`src/hw/sdc_pkg.sv`:
```
package sdc_pkg;

    // Register map on the plain register port
    localparam logic [11:0] ADDR_DATA    = 12'hf60;
    localparam logic [11:0] ADDR_CONTROL = 12'hf61;
    localparam logic [11:0] ADDR_STATE   = 12'hf62;

    // serial_control fields
    localparam int CTL_IRQ_EN   = 7;
    localparam int CTL_FORCE    = 6;
    localparam int CTL_TIMER_EN = 5;
    localparam int CTL_PHASE    = 4;
    localparam int CTL_POL      = 3;
    localparam int CTL_OPEN     = 2;
    localparam int CTL_MASTER   = 1;
    localparam int CTL_ENABLE   = 0;

    // serial_state fields
    localparam int ST_IRQ  = 7;
    localparam int ST_OVR  = 6;
    localparam int ST_COL  = 5;
    localparam int ST_ABT  = 4;
    localparam int ST_TRANSFER_ACTIVE = 1;
    localparam int ST_SELECT_PIN_STATE = 0;

    localparam logic [7:0] CONTROL_RESET = 8'h00;
    localparam logic [7:0] STATE_RESET   = 8'h01;
    localparam logic [7:0] DATA_RESET    = 8'h00;

    // character_length code 000 stands for a full byte
    localparam logic [2:0] LEN_CODE_FULL = 3'h0;
    localparam logic [3:0] LEN_FULL      = 4'h8;

    typedef enum logic {
        SDC_IDLE  = 1'b0,
        SDC_SHIFT = 1'b1
    } sdc_state_t;

    typedef struct packed {
        sdc_state_t st;
        logic [7:0] shreg;
        logic       out_bit;
        logic [3:0] bit_cnt;
        logic [4:0] edge_cnt;
        logic       sck_lvl;
        logic       prev_sck;
        logic       prev_ss_n;
        logic [7:0] ctl;
        logic       irq;
        logic       overrun_flag;
        logic       col;
        logic       slave_abort_flag;
        logic       select_pin_state;
        logic [7:0] rdata;
        logic       irq_out;
        logic       sck_o;
        logic       sck_oe;
        logic       ss_n_o;
        logic       ss_n_oe;
        logic       mosi_o;
        logic       mosi_oe;
        logic       miso_o;
        logic       miso_oe;
    } sdc_regs_t;

endpackage : sdc_pkg

```
`src/hw/sdc_spi.sv`:
```
// Design decision made here: the strobed register port.
`timescale 1ns/1ps
`default_nettype none

// Contract
// - Data register reads return the live 8-bit shift register contents.
// - Shift out from bit 7; last received bit lands in bit 0.
// - In master role a data write starts a serial transfer.
// - In slave role a data write loads the shift register for the master.
// - Data write during a transfer is dropped and sets the overrun flag.
// - Short received characters end right-justified, last bit in bit 0.
// - Control bit 7 gates interrupt requests to the controller.
// - Writing 1 to control bit 6 sets pending flag and forces a request.
// - Writing 1 to the pending flag also clears the force-request bit.
// - Control bit 5 enables the timer interrupt only while disabled.
// - Control bit 4 selects clock phase between data and clock edges.
// - Control bit 3 sets serial clock idle level: 0 low, 1 high.
// - Control bit 2 makes all four serial pins open-drain.
// - Control bit 1 selects slave (0) or master (1) role.
// - Control bit 0 enables the block; all control bits reset to 0.
// - While disabled every status bit holds its reset value.
// - Status flags read back; writing 1 clears, writing 0 keeps.
// - Pending flag sets on force-request write, on character completion or on slave abort.
// - Timer timeout reaches the controller without setting the pending flag.
// - Status bit 6 shows a detected overrun until cleared by writing 1.
// - Character length code 000 is eight bits, others one to seven bits.
// - Enabled master sets collision flag when its select pin is low while it is not driving it.
// - Slave select release mid-character sets abort and pending flags.
module sdc_spi (
    input  wire logic        clk_i,
    input  wire logic        resetn_i,
    input  wire logic [11:0] addr_i,
    input  wire logic [7:0]  wdata_i,
    input  wire logic        wr_i,
    input  wire logic        rd_i,
    output logic      [7:0]  rdata_o,
    input  wire logic [2:0]  char_length_i,
    input  wire logic        ss_drive_i,
    input  wire logic        ss_value_i,
    input  wire logic        baud_tick_i,
    input  wire logic        baud_timeout_i,
    output logic             timer_enable_o,
    output logic             irq_o,
    input  wire logic        sck_i,
    output logic             sck_o,
    output logic             sck_oe_o,
    input  wire logic        ss_n_i,
    output logic             ss_n_o,
    output logic             ss_n_oe_o,
    input  wire logic        mosi_i,
    output logic             mosi_o,
    output logic             mosi_oe_o,
    input  wire logic        miso_i,
    output logic             miso_o,
    output logic             miso_oe_o
);

    sdc_pkg::sdc_regs_t r_reg;
    sdc_pkg::sdc_regs_t r_next;

    // Pin output value and enable; open-drain drives only a low level
    function automatic logic [1:0] pin_drive(input logic drive, input logic val,
                                             input logic open_drain);
        if (open_drain) begin
            pin_drive = {1'b0, drive & ~val};
        end else begin
            pin_drive = {val, drive};
        end
    endfunction : pin_drive

    ////////////////////////////////////////////////////////////////////////////////

    logic       en;
    logic       master;
    logic       pol;
    logic       phase;
    logic       od;
    logic [3:0] char_len;
    logic [4:0] edge_total;
    logic       wr_data;
    logic       wr_ctl;
    logic       wr_state;
    logic       active;
    logic       done_evt;
    logic       lead_edge;
    logic       trail_edge;
    logic       do_sample;
    logic       do_shift;
    logic       ss_asserted;

    assign en       = r_reg.ctl[sdc_pkg::CTL_ENABLE];
    assign master   = r_reg.ctl[sdc_pkg::CTL_MASTER];
    assign pol      = r_reg.ctl[sdc_pkg::CTL_POL];
    assign phase    = r_reg.ctl[sdc_pkg::CTL_PHASE];
    assign od       = r_reg.ctl[sdc_pkg::CTL_OPEN];
    assign wr_data  = wr_i && (addr_i == sdc_pkg::ADDR_DATA);
    assign wr_ctl   = wr_i && (addr_i == sdc_pkg::ADDR_CONTROL);
    assign wr_state = wr_i && (addr_i == sdc_pkg::ADDR_STATE);
    assign active   = (r_reg.st == sdc_pkg::SDC_SHIFT);

    // A full byte is encoded as 000
    assign char_len   = (char_length_i == sdc_pkg::LEN_CODE_FULL) ? sdc_pkg::LEN_FULL
                                                                 : {1'b0, char_length_i};
    assign edge_total = {char_len, 1'b0};

    assign ss_asserted = ~ss_n_i;

    ////////////////////////////////////////////////////////////////////////////////

    always_comb begin
        r_next     = r_reg;
        done_evt   = 1'b0;
        lead_edge  = 1'b0;
        trail_edge = 1'b0;
        do_sample  = 1'b0;
        do_shift   = 1'b0;

        r_next.prev_sck  = sck_i;
        r_next.prev_ss_n = ss_n_i;

        // Control register; the force bit is only ever set by a write
        if (wr_ctl) begin
            r_next.ctl = wdata_i;
            r_next.ctl[sdc_pkg::CTL_FORCE] = r_reg.ctl[sdc_pkg::CTL_FORCE]
                                           | wdata_i[sdc_pkg::CTL_FORCE];
        end
        if (wr_state && wdata_i[sdc_pkg::ST_IRQ]) begin
            r_next.ctl[sdc_pkg::CTL_FORCE] = 1'b0;
        end

        // Write-1-to-clear flags; events below override the clear
        if (wr_state) begin
            if (wdata_i[sdc_pkg::ST_IRQ]) r_next.irq = 1'b0;
            if (wdata_i[sdc_pkg::ST_OVR]) r_next.overrun_flag = 1'b0;
            if (wdata_i[sdc_pkg::ST_COL]) r_next.col = 1'b0;
            if (wdata_i[sdc_pkg::ST_ABT]) r_next.slave_abort_flag = 1'b0;
        end

        // Data register writes
        if (wr_data) begin
            if (active && en) begin
                r_next.overrun_flag = 1'b1;
            end else begin
                r_next.shreg   = wdata_i;
                r_next.out_bit = wdata_i[7];
                if (en && master) begin
                    r_next.st       = sdc_pkg::SDC_SHIFT;
                    r_next.bit_cnt  = '0;
                    r_next.edge_cnt = '0;
                    r_next.sck_lvl  = pol;
                end
            end
        end

        if (en && master) begin
            // Master: each baud tick is one clock edge, two per bit
            if (active && baud_tick_i) begin
                r_next.sck_lvl = ~r_reg.sck_lvl;
                lead_edge      = ~r_reg.edge_cnt[0];
                trail_edge     = r_reg.edge_cnt[0];
                r_next.edge_cnt = r_reg.edge_cnt + 5'h01;
                if (r_next.edge_cnt == edge_total) begin
                    r_next.st = sdc_pkg::SDC_IDLE;
                    done_evt  = 1'b1;
                end
            end else if (!active) begin
                r_next.sck_lvl = pol;
            end
            // Another master pulls our select low
            if (!ss_drive_i && ss_asserted) begin
                r_next.col = 1'b1;
            end
        end else if (en) begin
            // Slave: edges taken from the pin against the previous sample
            lead_edge  = ss_asserted && (r_reg.prev_sck == pol) && (sck_i != pol);
            trail_edge = ss_asserted && (r_reg.prev_sck != pol) && (sck_i == pol);
            if (ss_asserted && r_reg.prev_ss_n) begin
                // Fresh selection restarts the character from bit 7
                r_next.bit_cnt = '0;
                r_next.out_bit = r_reg.shreg[7];
            end
            if (!active && lead_edge) begin
                r_next.st      = sdc_pkg::SDC_SHIFT;
                r_next.bit_cnt = '0;
            end
            if (active && !ss_asserted) begin
                r_next.st  = sdc_pkg::SDC_IDLE;
                r_next.slave_abort_flag = 1'b1;
                r_next.irq = 1'b1;
            end
        end

        // Phase 0 samples on the leading edge, phase 1 on the trailing edge
        do_sample = (phase ? trail_edge : lead_edge) && (active || lead_edge);
        do_shift  = (phase ? lead_edge : trail_edge);

        if (en && do_sample && (active || !master)) begin
            r_next.shreg   = {r_reg.shreg[6:0], master ? miso_i : mosi_i};
            r_next.bit_cnt = r_reg.bit_cnt + 4'h1;
            if (!master && (r_next.bit_cnt == char_len)) begin
                r_next.st      = sdc_pkg::SDC_IDLE;
                r_next.bit_cnt = '0;
                done_evt       = 1'b1;
            end
        end else if (en && do_shift && (active || !master)) begin
            r_next.out_bit = r_reg.shreg[7];
        end

        if (done_evt) begin
            r_next.irq = 1'b1;
        end
        if (wr_ctl && wdata_i[sdc_pkg::CTL_FORCE]) begin
            r_next.irq = 1'b1;
        end

        r_next.select_pin_state = master ? 1'b1 : ss_n_i;

        // Disabled: status back to reset, no transfer in flight
        if (!en) begin
            r_next.st       = sdc_pkg::SDC_IDLE;
            r_next.irq      = sdc_pkg::STATE_RESET[sdc_pkg::ST_IRQ];
            r_next.overrun_flag      = sdc_pkg::STATE_RESET[sdc_pkg::ST_OVR];
            r_next.col      = sdc_pkg::STATE_RESET[sdc_pkg::ST_COL];
            r_next.slave_abort_flag      = sdc_pkg::STATE_RESET[sdc_pkg::ST_ABT];
            r_next.select_pin_state     = sdc_pkg::STATE_RESET[sdc_pkg::ST_SELECT_PIN_STATE];
            r_next.bit_cnt  = '0;
            r_next.edge_cnt = '0;
            r_next.sck_lvl  = pol;
        end

        // Timer timeout is a pulse straight to the controller, no flag
        if (en) begin
            r_next.irq_out = r_reg.irq && r_reg.ctl[sdc_pkg::CTL_IRQ_EN];
        end else begin
            r_next.irq_out = baud_timeout_i && r_reg.ctl[sdc_pkg::CTL_TIMER_EN]
                             && r_reg.ctl[sdc_pkg::CTL_IRQ_EN];
        end
        if (!r_reg.ctl[sdc_pkg::CTL_IRQ_EN]) begin
            r_next.irq_out = 1'b0;
        end

        // Pins, registered so every output comes from a flip-flop
        {r_next.sck_o, r_next.sck_oe}   = pin_drive(en && master, r_next.sck_lvl, od);
        {r_next.mosi_o, r_next.mosi_oe} = pin_drive(en && master, r_next.out_bit, od);
        {r_next.miso_o, r_next.miso_oe} = pin_drive(en && !master && ss_asserted,
                                                    r_next.out_bit, od);
        {r_next.ss_n_o, r_next.ss_n_oe} = pin_drive(en && master && ss_drive_i,
                                                    ss_value_i, od);

        // Read data one cycle after the read strobe; unmapped reads give zero
        r_next.rdata = 8'h00;
        if (rd_i) begin
            unique case (addr_i)
                sdc_pkg::ADDR_DATA: begin
                    r_next.rdata = r_reg.shreg;
                end
                sdc_pkg::ADDR_CONTROL: begin
                    r_next.rdata = r_reg.ctl;
                end
                sdc_pkg::ADDR_STATE: begin
                    r_next.rdata[sdc_pkg::ST_IRQ]  = r_reg.irq;
                    r_next.rdata[sdc_pkg::ST_OVR]  = r_reg.overrun_flag;
                    r_next.rdata[sdc_pkg::ST_COL]  = r_reg.col;
                    r_next.rdata[sdc_pkg::ST_ABT]  = r_reg.slave_abort_flag;
                    r_next.rdata[sdc_pkg::ST_TRANSFER_ACTIVE] = active;
                    r_next.rdata[sdc_pkg::ST_SELECT_PIN_STATE] = r_reg.select_pin_state;
                end
                default: begin
                    r_next.rdata = 8'h00;
                end
            endcase
        end
    end

    ////////////////////////////////////////////////////////////////////////////////

    always_ff @(posedge clk_i or negedge resetn_i) begin
        if (!resetn_i) begin
            r_reg           <= '0;
            r_reg.st        <= sdc_pkg::SDC_IDLE;
            r_reg.shreg     <= sdc_pkg::DATA_RESET;
            r_reg.ctl       <= sdc_pkg::CONTROL_RESET;
            r_reg.select_pin_state      <= sdc_pkg::STATE_RESET[sdc_pkg::ST_SELECT_PIN_STATE];
            r_reg.prev_ss_n <= 1'b1;
            r_reg.ss_n_o    <= 1'b1;
        end else begin
            r_reg <= r_next;
        end
    end

    assign rdata_o        = r_reg.rdata;
    assign irq_o          = r_reg.irq_out;
    assign sck_o          = r_reg.sck_o;
    assign sck_oe_o       = r_reg.sck_oe;
    assign ss_n_o         = r_reg.ss_n_o;
    assign ss_n_oe_o      = r_reg.ss_n_oe;
    assign mosi_o         = r_reg.mosi_o;
    assign mosi_oe_o      = r_reg.mosi_oe;
    assign miso_o         = r_reg.miso_o;
    assign miso_oe_o      = r_reg.miso_oe;
    // Timer runs only while the block is off; ignored when enabled
    assign timer_enable_o = ~en & r_reg.ctl[sdc_pkg::CTL_TIMER_EN];

endmodule : sdc_spi

`default_nettype wire

```
`config.mk`:
```
export PLATFORM = sky130hd
export DESIGN_NAME = sdc_spi
export DESIGN_NICKNAME = d
export VERILOG_FILES = /design/src/hw/sdc_pkg.sv /design/src/hw/sdc_spi.sv
export SDC_FILE = /design/constraint.sdc
export NUM_CORES = 1
export LEC_CHECK = 0
export BUFFER_PORTS_ARGS = -buffer_cell sky130_fd_sc_hd__buf_2
export CAP_MARGIN = 30
export CORE_MARGIN = 2
export CORE_UTILIZATION = 32
export DETAILED_ROUTE_END_ITERATION = 16
export PLACE_DENSITY = 0.49
export SLEW_MARGIN = 40
export SYNTH_ARGS = -nofsm -noshare
export SYNTH_HDL_FRONTEND = slang
export SYNTH_SLANG_ARGS = --single-unit
export TNS_END_PERCENT = 1
```
`constraint.sdc`:
```
create_clock -name clk_i -period 2.5 [get_ports clk_i]
set_input_delay 0.375 -clock clk_i [delete_from_list [all_inputs] [get_ports clk_i]]
set_output_delay 0.375 -clock clk_i [all_outputs]
set_load 0.005 [all_outputs]
```
Word level (Yosys, flattened, before mapping)
Cells that the tools add are included.
- equal/unequal tests: 10
- bitwise gates (word level): 13
- mux-type cells: 70
- add/subtract/negate cells: 2
- reduce and logical (&&, ||, !) cells: 37
- operators with widths (operator ; count):
    1-bit 2-to-1 mux ; 45
    20-bit 2-to-1 mux ; 2
    12-bit equality test, second input constant ; 3
    1-bit logical AND ; 28
    5-bit 2-to-1 mux ; 5
    10-bit 2-to-1 mux ; 2
    4-bit 2-to-1 mux ; 5
    4-bit one-hot mux with 3 select lines ; 1
    9-bit 2-to-1 mux ; 1
    2-bit 2-to-1 mux ; 4
    8-bit 2-to-1 mux ; 1
    7-bit 2-to-1 mux ; 1
    1-bit NOT ; 7
    6-bit 2-to-1 mux ; 1
    2-bit one-hot mux with 3 select lines ; 1
    5-bit by 1-bit adder with 5-bit output, second input constant ; 1
    1-bit bitwise AND ; 5
    5-bit equality test ; 1
    4-bit by 1-bit adder with 4-bit output, second input constant ; 1
    4-bit equality test ; 1
    2-bit one-hot mux with 2 select lines ; 1
    2-bit nonzero test ; 2
    1-bit logical NOT ; 3
    3-bit logical NOT ; 1
    6 further kinds ; 9
- bits in registers: 52
- bits of input ports: 35

Depth between registers and ports, before layout
Gate-level depths: netlist (run 1).
- depth in word-level cells: 14
- mapped depth: 7

Worst setup path before layout (run 1)
OpenSTA, ideal clock, no wires.
- path type: register to register
- from: register r_reg, in the netlist pol
- to: register r_reg[40] (netlist name)
- buffers on the path: 0
- cell stages (with the launch flop): 7
- clock period less this slack: 1.755 ns
- setup slack: 0.745 ns
- arrival time: 1.637 ns
- cells stage by stage: dfrtp_1 > or3b_1 > a21oi_2 > o32ai_4 > nor4b_4 > o21bai_1 > a21o_1
- RTL lines (element ; line ; source):
    from (decl) ; sdc_spi.sv:58 ; sdc_pkg::sdc_regs_t r_reg;
    from (signal assigned) ; sdc_spi.sv:287 ; r_reg <= r_next;

==> flow_metrics.tcl, run 1 <==
set metrics [dict create \
    p_leak_nw 1.60 \
    vdd_drop_max_uv 243 \
    first_pass_iters 4 \
    r2r_end "r_reg[40]$_DFF_PN0_" \
    path_buf_inv 0 \
    crit_family "compound AO/OA/AOI/OAI gates" \
    slew_violations 0 \
    worst_pin_slew_ns 0.756 \
    hold_ws_ns 0.207 \
    finalSetupTns_ns 0 \
    initial_core_util 0.332 \
    synth_ff_type "dfrtp_1" \
    cp_max_fo 19 \
    fillCellCount 873 \
    yosysTopAreaCellShare 0.438 \
    io_buffers 52 \
    finalCriticalPeriod_ns 2.26 \
    hold_viol 0 \
    hpwl_um 5000 \
    die_x_um 96.6 \
    crit_arrival_ns 2.52 \
    via_per_inst 4.81 \
    die_y_um 96.6 \
    syn_inst 275 \
    slowest_stage "o32ai_4" \
    synth_cell_type_count 43 \
    yosysSeqAreaShare 0.466 \
    area_growth_pct 17.6 \
    clock_tree.buffer_depth 2 \
    grt_pass1_vias 2172 \
    hp-start "ss_n_i" \
    cts_tree "built" \
    power_density_nw_per_um2 477 \
    vias 2077 \
    cts.clk_slew.worst_paths_ns 0.09 \
    pwr-share-comb 0.071 \
    period_share 0.906 \
    yosys_warnings 0 \
    ys_seq_elements 51 \
    ff2ff_setup_slack_ns 0.24 \
    grt_first_pass_wirelength_um 11100 \
    cts_resized 0 \
    setup_viol 0 \
    wl_met2_um 2990 \
    min_to "r_reg[30]$_DFF_PN1_" \
    layout-drive-gt1-share 0.266 \
    grt_antenna_before_repair 0 \
    finalInstanceArea_um2 3230 \
    drt_iter0_markers 40 \
    yosys.cell_count.top_type "dfrtp_1" \
    rsz0062_at_grt "false" \
    r2r_cells 6 \
    max_freq_mhz 442 \
    grt_max_degree 25 \
    topRoutingLayerUsed "met4" \
    slew_headroom 0.496 \
    die_area_um2 9340 \
    final_net_count 363 \
    reg2reg_from "en$_DFFE_PN0P_" \
    synth.top_cells.by_count "48 x dfrtp_1, 30 x nor2_1, 21 x a21oi_1" \
    hold_path_depth 1 \
    status "finished clean" \
    routed_wl_um 6420 \
    syn_avg_cell_area_um2 9.98 \
    switchingPower_w 0.000360 \
    power_frac_seq 0.541 \
    cts-htree-levels 2 \
    async_flop_share 1.00 \
    core_um2 8260 \
    grt-ovfl-total 0 \
    cts_setup_buffers 0 \
    wl_met1_um 3150 \
    criticalPathCategory "flip-flop to flip-flop" \
    largest_reg_flops 29 \
    io_pins 53 \
    clkPwrFrac 0.388 \
    hp-class "primary input to flip-flop" \
    yosys.area.top_type "dfrtp_1" \
    syn_nets 312 \
    internal_power_w 0.00118 \
    clock-root-buffer "clkbuf_8" \
    cts_buffers 5 \
    switching_share 0.234 \
    skew_ns 0.0134 \
    critical_path_depth 6 \
    cp-start-kind "flip-flop" \
    gp_congestion 0.770 \
    crit_chain "or3b_4, a21oi_2, o32ai_4, nor4b_4, o21bai_1, a21o_1" \
    grt_usage 0.145 \
    drcViolationCount 0 \
    diodes 0 \
    ant_nets 0 \
    wl_met3_um 196 \
    synth_edf_count 0 \
    syn-cell-area_um2 2750 \
    clk_latency_ns 0.32 \
    placed_cell_area_um2 3100 \
    cts.sinks 51 \
    rows 33 \
    slowest_delay_ns 0.68 \
    routedWlPerCell_um 14.9 \
    drv_cap 0 \
    required_ns 2.75 \
    cp-end-kind "flip-flop" \
    ys_top_cells_by_area "dfrtp_1 44%, mux2i_1 6.9%, nor2_1 4.1%, a21oi_1 3.8%, o21ai_0 2.9%" \
]
## layout make-up
class | count | area, um2 | share of cell area
Clock buffer | 5 | 68.8 | 0.0213
Clock inverter | 3 | 46.3 | 0.0143
Inverter | 3 | 11.3 | 0.00349
Multi-Input combinational cell | 202 | 1350 | 0.417
Sequential cell | 51 | 1280 | 0.397
Tap cell | 105 | 131 | 0.0407
Timing Repair Buffer | 63 | 345 | 0.107
## worst register-to-register path, stage by stage (launching register included)
cell and delay, ns:
dfrtp_1 0.49, or3b_4 0.32, a21oi_2 0.06, o32ai_4 0.68, nor4b_4 0.40, o21bai_1 0.16, a21o_1 0.12
## worst max-delay path by stage
stage	endpoint	startpoint	slack (ns)
2_1_floorplan	r_reg[40]$_DFF_PN0_	pol$_DFFE_PN0P_	0.74
3_3_place_gp	r_reg[40]$_DFF_PN0_	en$_DFFE_PN0P_	0.31
3_5_place_dp	r_reg[40]$_DFF_PN0_	en$_DFFE_PN0P_	0.26
4_1_cts	r_reg[40]$_DFF_PN0_	en$_DFFE_PN0P_	0.24
5_1_grt	r_reg[40]$_DFF_PN0_	en$_DFFE_PN0P_	0.06
6_report	r_reg[40]$_DFF_PN0_	en$_DFFE_PN0P_	0.24
## stage by stage
stage / setup slack [ns] / instances / utilization / total power (W)
after detailed placement: 0.256 / 423 / 0.376 / 0.000961
after global placement: 0.314 / 423 / 0.376 / 0.000961
after floorplan: 0.745 / 275 / - / 0.000890
after global routing: 0.0561 / 432 / 0.391 / 0.00161
final: 0.236 / 432 / 0.391 / 0.00154
after CTS: 0.238 / 432 / 0.391 / 0.00157
## power by group through the flow
stage | combinational, W | clock, W | sequential (W)
floorplan | 0.0000401 | 0 | 0.000850
global placement | 0.000110 | 0 | 0.000850
detailed placement | 0.000111 | 0 | 0.000850
CTS | 0.000112 | 0.000620 | 0.000835
global route | 0.000124 | 0.000647 | 0.000836
finish | 0.000109 | 0.000598 | 0.000834
## timing repair
action | in CTS | in global routing
hold buffers | 1 | 0
endpoints found under the setup margin | 0 | 0
hold endpoints to repair | 14 | 0
## per-layer routing
metal / vias up / GRT usage
li1: 1064 / -
met1: 973 / 0.205
met2: 35 / 0.230
met3: 5 / 0.0217
met4: 0 / 0.0477
met5: - / 0
## cell families after synthesis
logic type	share of synthesized area
AND/OR/NAND/NOR	0.196
multiplexers	0.0939
XOR/XNOR	0.0406
adder cells (fa/ha/maj)	0.00911
flip-flops	0.466
buffers and inverters	0.0438
AO/OA/AOI/OAI	0.151
## layout by cell type, fill, tap and decap left out, drive strengths merged, types with 2 or more instances in the layout
master and count:
nor2 30, xor2 3, a21boi 7, nor4b 2, nor2b 9, mux2i 19, dfstp 3, nand4 6
o21a 4, clkbuf 5, or3 2, xnor2 7, o21ai 16, nand3b 3, buf 62, inv 4
nand3 11, or3b 3, nor3b 3, o211ai 2, and2 2, dfrtp 48, nand2 17, nand2b 2
ha 2, a21o 4, a21oi 24, nor3 4, mux2 6, and3 5
(Power assumes the default switching activity.)
==> run 2: changes to the inputs <==
Settings changed: CORE_MARGIN 2 to not set, CORE_UTILIZATION 32 to 40, PLACE_DENSITY 0.49 to 0.59.
==> run 2 against run 1 <==
Against the previous run:
- the flow now finishes with violations (DRC)
- hold slack worse by 0.17 ns
- largest power group unchanged
- global-route usage grew 4.0 points
- cell count fell by 7.2%
- fmax up 1.3%
- non-clock buffer count shrank 3
- clock skew is 0.0065 ns lower
- highest routed layer unchanged
- first-iteration DRC count increased to 3.6 times the previous value
- die area shrank 23%
- largest cell class unchanged
==> flow_metrics.tcl, run 2 (synthesized netlist as in run 1, its figures left out) <==
set metrics [dict create \
    vdd_drop_max_uv 258 \
    cts_resized 0 \
    hpwl_um 4630 \
    grt_pass1_vias 2037 \
    cts.sinks 51 \
    reg2reg_from "en$_DFFE_PN0P_" \
    grt_antenna_before_repair 0 \
    io_pins 53 \
    cts_setup_buffers 0 \
    cp-end-kind "flip-flop" \
    status "complete, but fails checks" \
    die_y_um 84.8 \
    finalCriticalPeriod_ns 2.23 \
    crit_chain "or3b_4, a21oi_2, o32ai_4, nor4b_4, o21bai_1, a21o_1" \
    finalSetupTns_ns 0 \
    grt_usage 0.186 \
    power_density_nw_per_um2 459 \
    required_ns 2.75 \
    clock-root-buffer "clkbuf_8" \
    drcViolationCount 4 \
    die_x_um 84.8 \
    drt_iter0_markers 144 \
    io_buffers 52 \
    grt-ovfl-total 0 \
    wl_met2_um 2770 \
    path_buf_inv 0 \
    grt_max_degree 24 \
    setup_viol 0 \
    slowest_delay_ns 0.64 \
    setup_slack_ns 0.265 \
    cts_tree "built" \
    initial_core_util 0.423 \
    wl_met3_um 354 \
    grt_first_pass_wirelength_um 10300 \
    cp-start-kind "flip-flop" \
    topRoutingLayerUsed "met4" \
    rows 29 \
    p_leak_nw 1.57 \
    max_freq_mhz 448 \
    clk_latency_ns 0.30 \
    layout_common_cells "52 x buf_2, 48 x dfrtp_1, 30 x nor2_1, 21 x a21oi_1, 19 x mux2i_1" \
    holdBufCountCts 0 \
    hold_viol 0 \
    gp_congestion 0.817 \
    worst_pin_slew_ns 0.709 \
    clock_tree.buffer_depth 2 \
    violations "DRC" \
    cts_buffers 5 \
    ant_nets 0 \
    dp_slack_ns 0.271 \
    period_share 0.894 \
    final_net_count 360 \
    ff2ff_setup_slack_ns 0.27 \
    crit_arrival_ns 2.48 \
    area_growth_pct 14.7 \
    die_area_um2 7200 \
    first_pass_iters 11 \
    r2r_cells 6 \
    criticalPathCategory "flip-flop to flip-flop" \
    vias 2142 \
    rsz0062_at_grt "false" \
    diodes 0 \
    wl_met1_um 3140 \
    slew_violations 0 \
    slew_headroom 0.527 \
    layout-drive-gt1-share 0.259 \
    core_um2 6490 \
    largest_reg_flops 29 \
    skew_ns 0.00692 \
    cts-htree-levels 2 \
    r2r_end "r_reg[40]$_DFF_PN0_" \
    hp-class "primary input to asynchronous set/reset pin" \
    routed_wl_um 6310 \
    layout_commonest_cell "buf_2" \
    cp_max_fo 19 \
    cts.clk_slew.worst_paths_ns 0.10 \
    routedWlPerCell_um 15.7 \
    crit_family "compound AO/OA/AOI/OAI gates" \
    drv_cap 0 \
    via_per_inst 5.34 \
    slowest_stage "o32ai_4" \
]
## run 2: cell type report
type / count / area [um2]
Multi-Input combinational cell: 202 / 1350
Fill cell: 624 / 3350
Sequential cell: 51 / 1280
Clock buffer: 7 / 86.3
Clock inverter: 1 / 8.76
Timing Repair Buffer: 60 / 320
Inverter: 3 / 11.3
Tap cell: 77 / 96.3
## run 2: through the flow
step / util / std cells / area (um2) / power [W] / hold WS [ns]
finish: 0.485 / 401 / 3150 / 0.00144 / 0.0399
floorplan: - / 275 / 2750 / 0.000890 / 0.0794
global route: 0.485 / 401 / 3150 / 0.00151 / 0.0814
global placement: 0.470 / 393 / 3050 / 0.000958 / 0.396
CTS: 0.485 / 401 / 3150 / 0.00146 / 0.0653
detailed placement: 0.470 / 393 / 3050 / 0.000958 / 0.398
## run 2: power breakdown
group,leakage (nW),switching (W),internal [W]
sequential,0.689,0.00000338,0.000831
clock,0.0484,0.000276,0.000227
combinational,0.837,0.0000608,0.0000457
## run 2: how the worst max path moves through the flow
stage	startpoint	to	slack (ns)	depth (start not counted)
floorplan	pol$_DFFE_PN0P_	r_reg[40]$_DFF_PN0_	0.74	6
global placement	en$_DFFE_PN0P_	r_reg[40]$_DFF_PN0_	0.31	6
detailed placement	en$_DFFE_PN0P_	r_reg[40]$_DFF_PN0_	0.27	6
CTS	en$_DFFE_PN0P_	r_reg[40]$_DFF_PN0_	0.22	6
global route	en$_DFFE_PN0P_	r_reg[40]$_DFF_PN0_	0.08	6
finish	en$_DFFE_PN0P_	r_reg[40]$_DFF_PN0_	0.27	6
## run 2: metal layers
layer / global-route usage / up-vias
li1: - / 1058
met1: 0.272 / 1006
met2: 0.287 / 73
met3: 0.0389 / 5
met4: 0.0370 / 0
met5: 0 / -
==> run 3: changes to the inputs <==
Settings changed: BUFFER_PORTS_ARGS -buffer_cell sky130_fd_sc_hd__buf_2 to -buffer_cell sky130_fd_sc_hd__buf_4.
==> run 3 against run 2 <==
Against the previous run:
- the run still ends with DRC left
- sequential share of layout area decreased by 1.4 points
- die area unchanged
- via count fell by 0.98%
- total power rose by 1.0%
- utilization grew 1.8 points
- worst setup slack improved by 0.0035 ns
- critical path depth is the same
- design area grew 3.7%
- critical endpoint unchanged
- largest power group unchanged
==> flow_metrics.tcl, run 3 (synthesized netlist as in run 1, its figures left out) <==
set metrics [dict create \
    status "complete, but fails checks" \
    violations "DRC" \
    crit_arrival_ns 2.48 \
    hp-class "primary input to asynchronous set/reset pin" \
    largest_reg_flops 29 \
    cts.sinks 51 \
    clock-root-buffer "clkbuf_8" \
    period_share 0.892 \
    cts_resized 0 \
    r2r_cells 6 \
    setup_viol 0 \
    gp_congestion 0.790 \
    first_pass_iters 10 \
    slew_headroom 0.507 \
    register_area_um2 1280 \
    grt-ovfl-total 0 \
    drt_iter0_markers 76 \
    ff2ff_setup_slack_ns 0.27 \
    drv_cap 0 \
    cts_tree "built" \
    cts_setup_buffers 0 \
    cts_buffers 5 \
    power_w 0.00146 \
    slew_violations 0 \
    clock_tree.buffer_depth 2 \
    criticalPathCategory "flip-flop to flip-flop" \
    layout_commonest_cell "buf_4" \
    vdd_drop_max_uv 215 \
    required_ns 2.75 \
    grt_antenna_before_repair 0 \
    layout-drive-gt1-share 0.255 \
    setup_slack_ns 0.269 \
    io_pins 53 \
    r2r_end "r_reg[40]$_DFF_PN0_" \
    hold_viol 0 \
    fillCellCount 624 \
    max_freq_mhz 448 \
    final_core_util 0.502 \
    hold_ws_ns 0.0809 \
    core_um2 6490 \
    ant_nets 0 \
    die_x_um 84.8 \
    reg2reg_from "en$_DFFE_PN0P_" \
    rsz0062_at_grt "false" \
    area_growth_pct 18.9 \
    die_area_um2 7200 \
    via_per_inst 5.32 \
    io_buffers 52 \
    routedWlPerCell_um 15.4 \
    cp-end-kind "flip-flop" \
    die_y_um 84.8 \
    finalSetupTns_ns 0 \
    grt_usage 0.184 \
    drcViolationCount 4 \
    critical_path.startpoint "en$_DFFE_PN0P_" \
    vias 2121 \
    skew_ns 0.00592 \
    multi_input_area_um2 1350 \
    clk_latency_ns 0.31 \
    diodes 0 \
    dp_slack_ns 0.303 \
    cts.clk_slew.worst_paths_ns 0.09 \
    grt_first_pass_wirelength_um 10300 \
    holdBufCountCts 0 \
    cp_max_fo 19 \
    finalCriticalPeriod_ns 2.23 \
    layout_common_cells "58 x buf_4, 48 x dfrtp_1, 30 x nor2_1, 21 x a21oi_1, 19 x mux2i_1" \
    endpoint "r_reg[40]$_DFF_PN0_" \
    rows 29 \
    final_net_count 358 \
    initial_core_util 0.423 \
    power_density_nw_per_um2 447 \
    routed_wl_um 6150 \
    p_leak_nw 1.59 \
    grt_pass1_vias 2023 \
    grt_max_degree 52 \
    hpwl_um 4410 \
    worst_pin_slew_ns 0.739 \
    cts-htree-levels 2 \
    cp-start-kind "flip-flop" \
]
## run 3: cell count changes in the layout (fill, tap and decap cells not counted)
cell	delta
buf_2	-52
buf_4	+50
## run 3: metrics by stage
stage / area [um2] / std cells
global placement: 3170 / 391
finish: 3260 / 399
floorplan: 2750 / 275
CTS: 3260 / 399
detailed placement: 3170 / 391
global route: 3260 / 399
## run 3: power breakdown
part	internal, W	switching [W]	total, W
Sequential	0.000831	0.00000322	0.000834
Combinational	0.0000602	0.0000586	0.000119
Clock	0.000228	0.000279	0.000507
## run 3: worst max-delay path, stage by stage (launching register included)
cell      delay, ns
dfrtp_1        0.48
or3b_4         0.30
a21oi_2        0.05
o32ai_4        0.66
nor4b_4        0.40
o21bai_1       0.16
a21o_1         0.12
## run 3: metal layers
| metal | up-vias | GRT usage | routed length [um] |
|---|---|---|---|
| li1 | 1054 | - | - |
| met1 | 1004 | 0.260 | 3050 |
| met2 | 57 | 0.287 | 2700 |
| met3 | 6 | 0.0389 | 328 |
| met4 | 0 | 0.0555 | 77 |
| met5 | - | 0 | 0 |
## run 3: worst min-delay path by stage
stage	slack [ns]	end
finish	0.08	r_reg[40]$_DFF_PN0_
global route	0.14	rdata_o[4]$_DFF_PN0_
CTS	0.12	r_reg[36]$_DFF_PN0_
detailed placement	0.46	r_reg[37]$_DFF_PN0_
global placement	0.46	r_reg[40]$_DFF_PN0_
floorplan	0.08	active$_DFF_PN0_
## run 3: layout make-up
type,instances,share of cell area
multi-input cells,202,0.412
flip-flops and latches,51,0.392
repair buffers,58,0.133
well taps,77,0.0295
clock buffers,7,0.0265
inverters,3,0.00345
clock inverters,1,0.00268
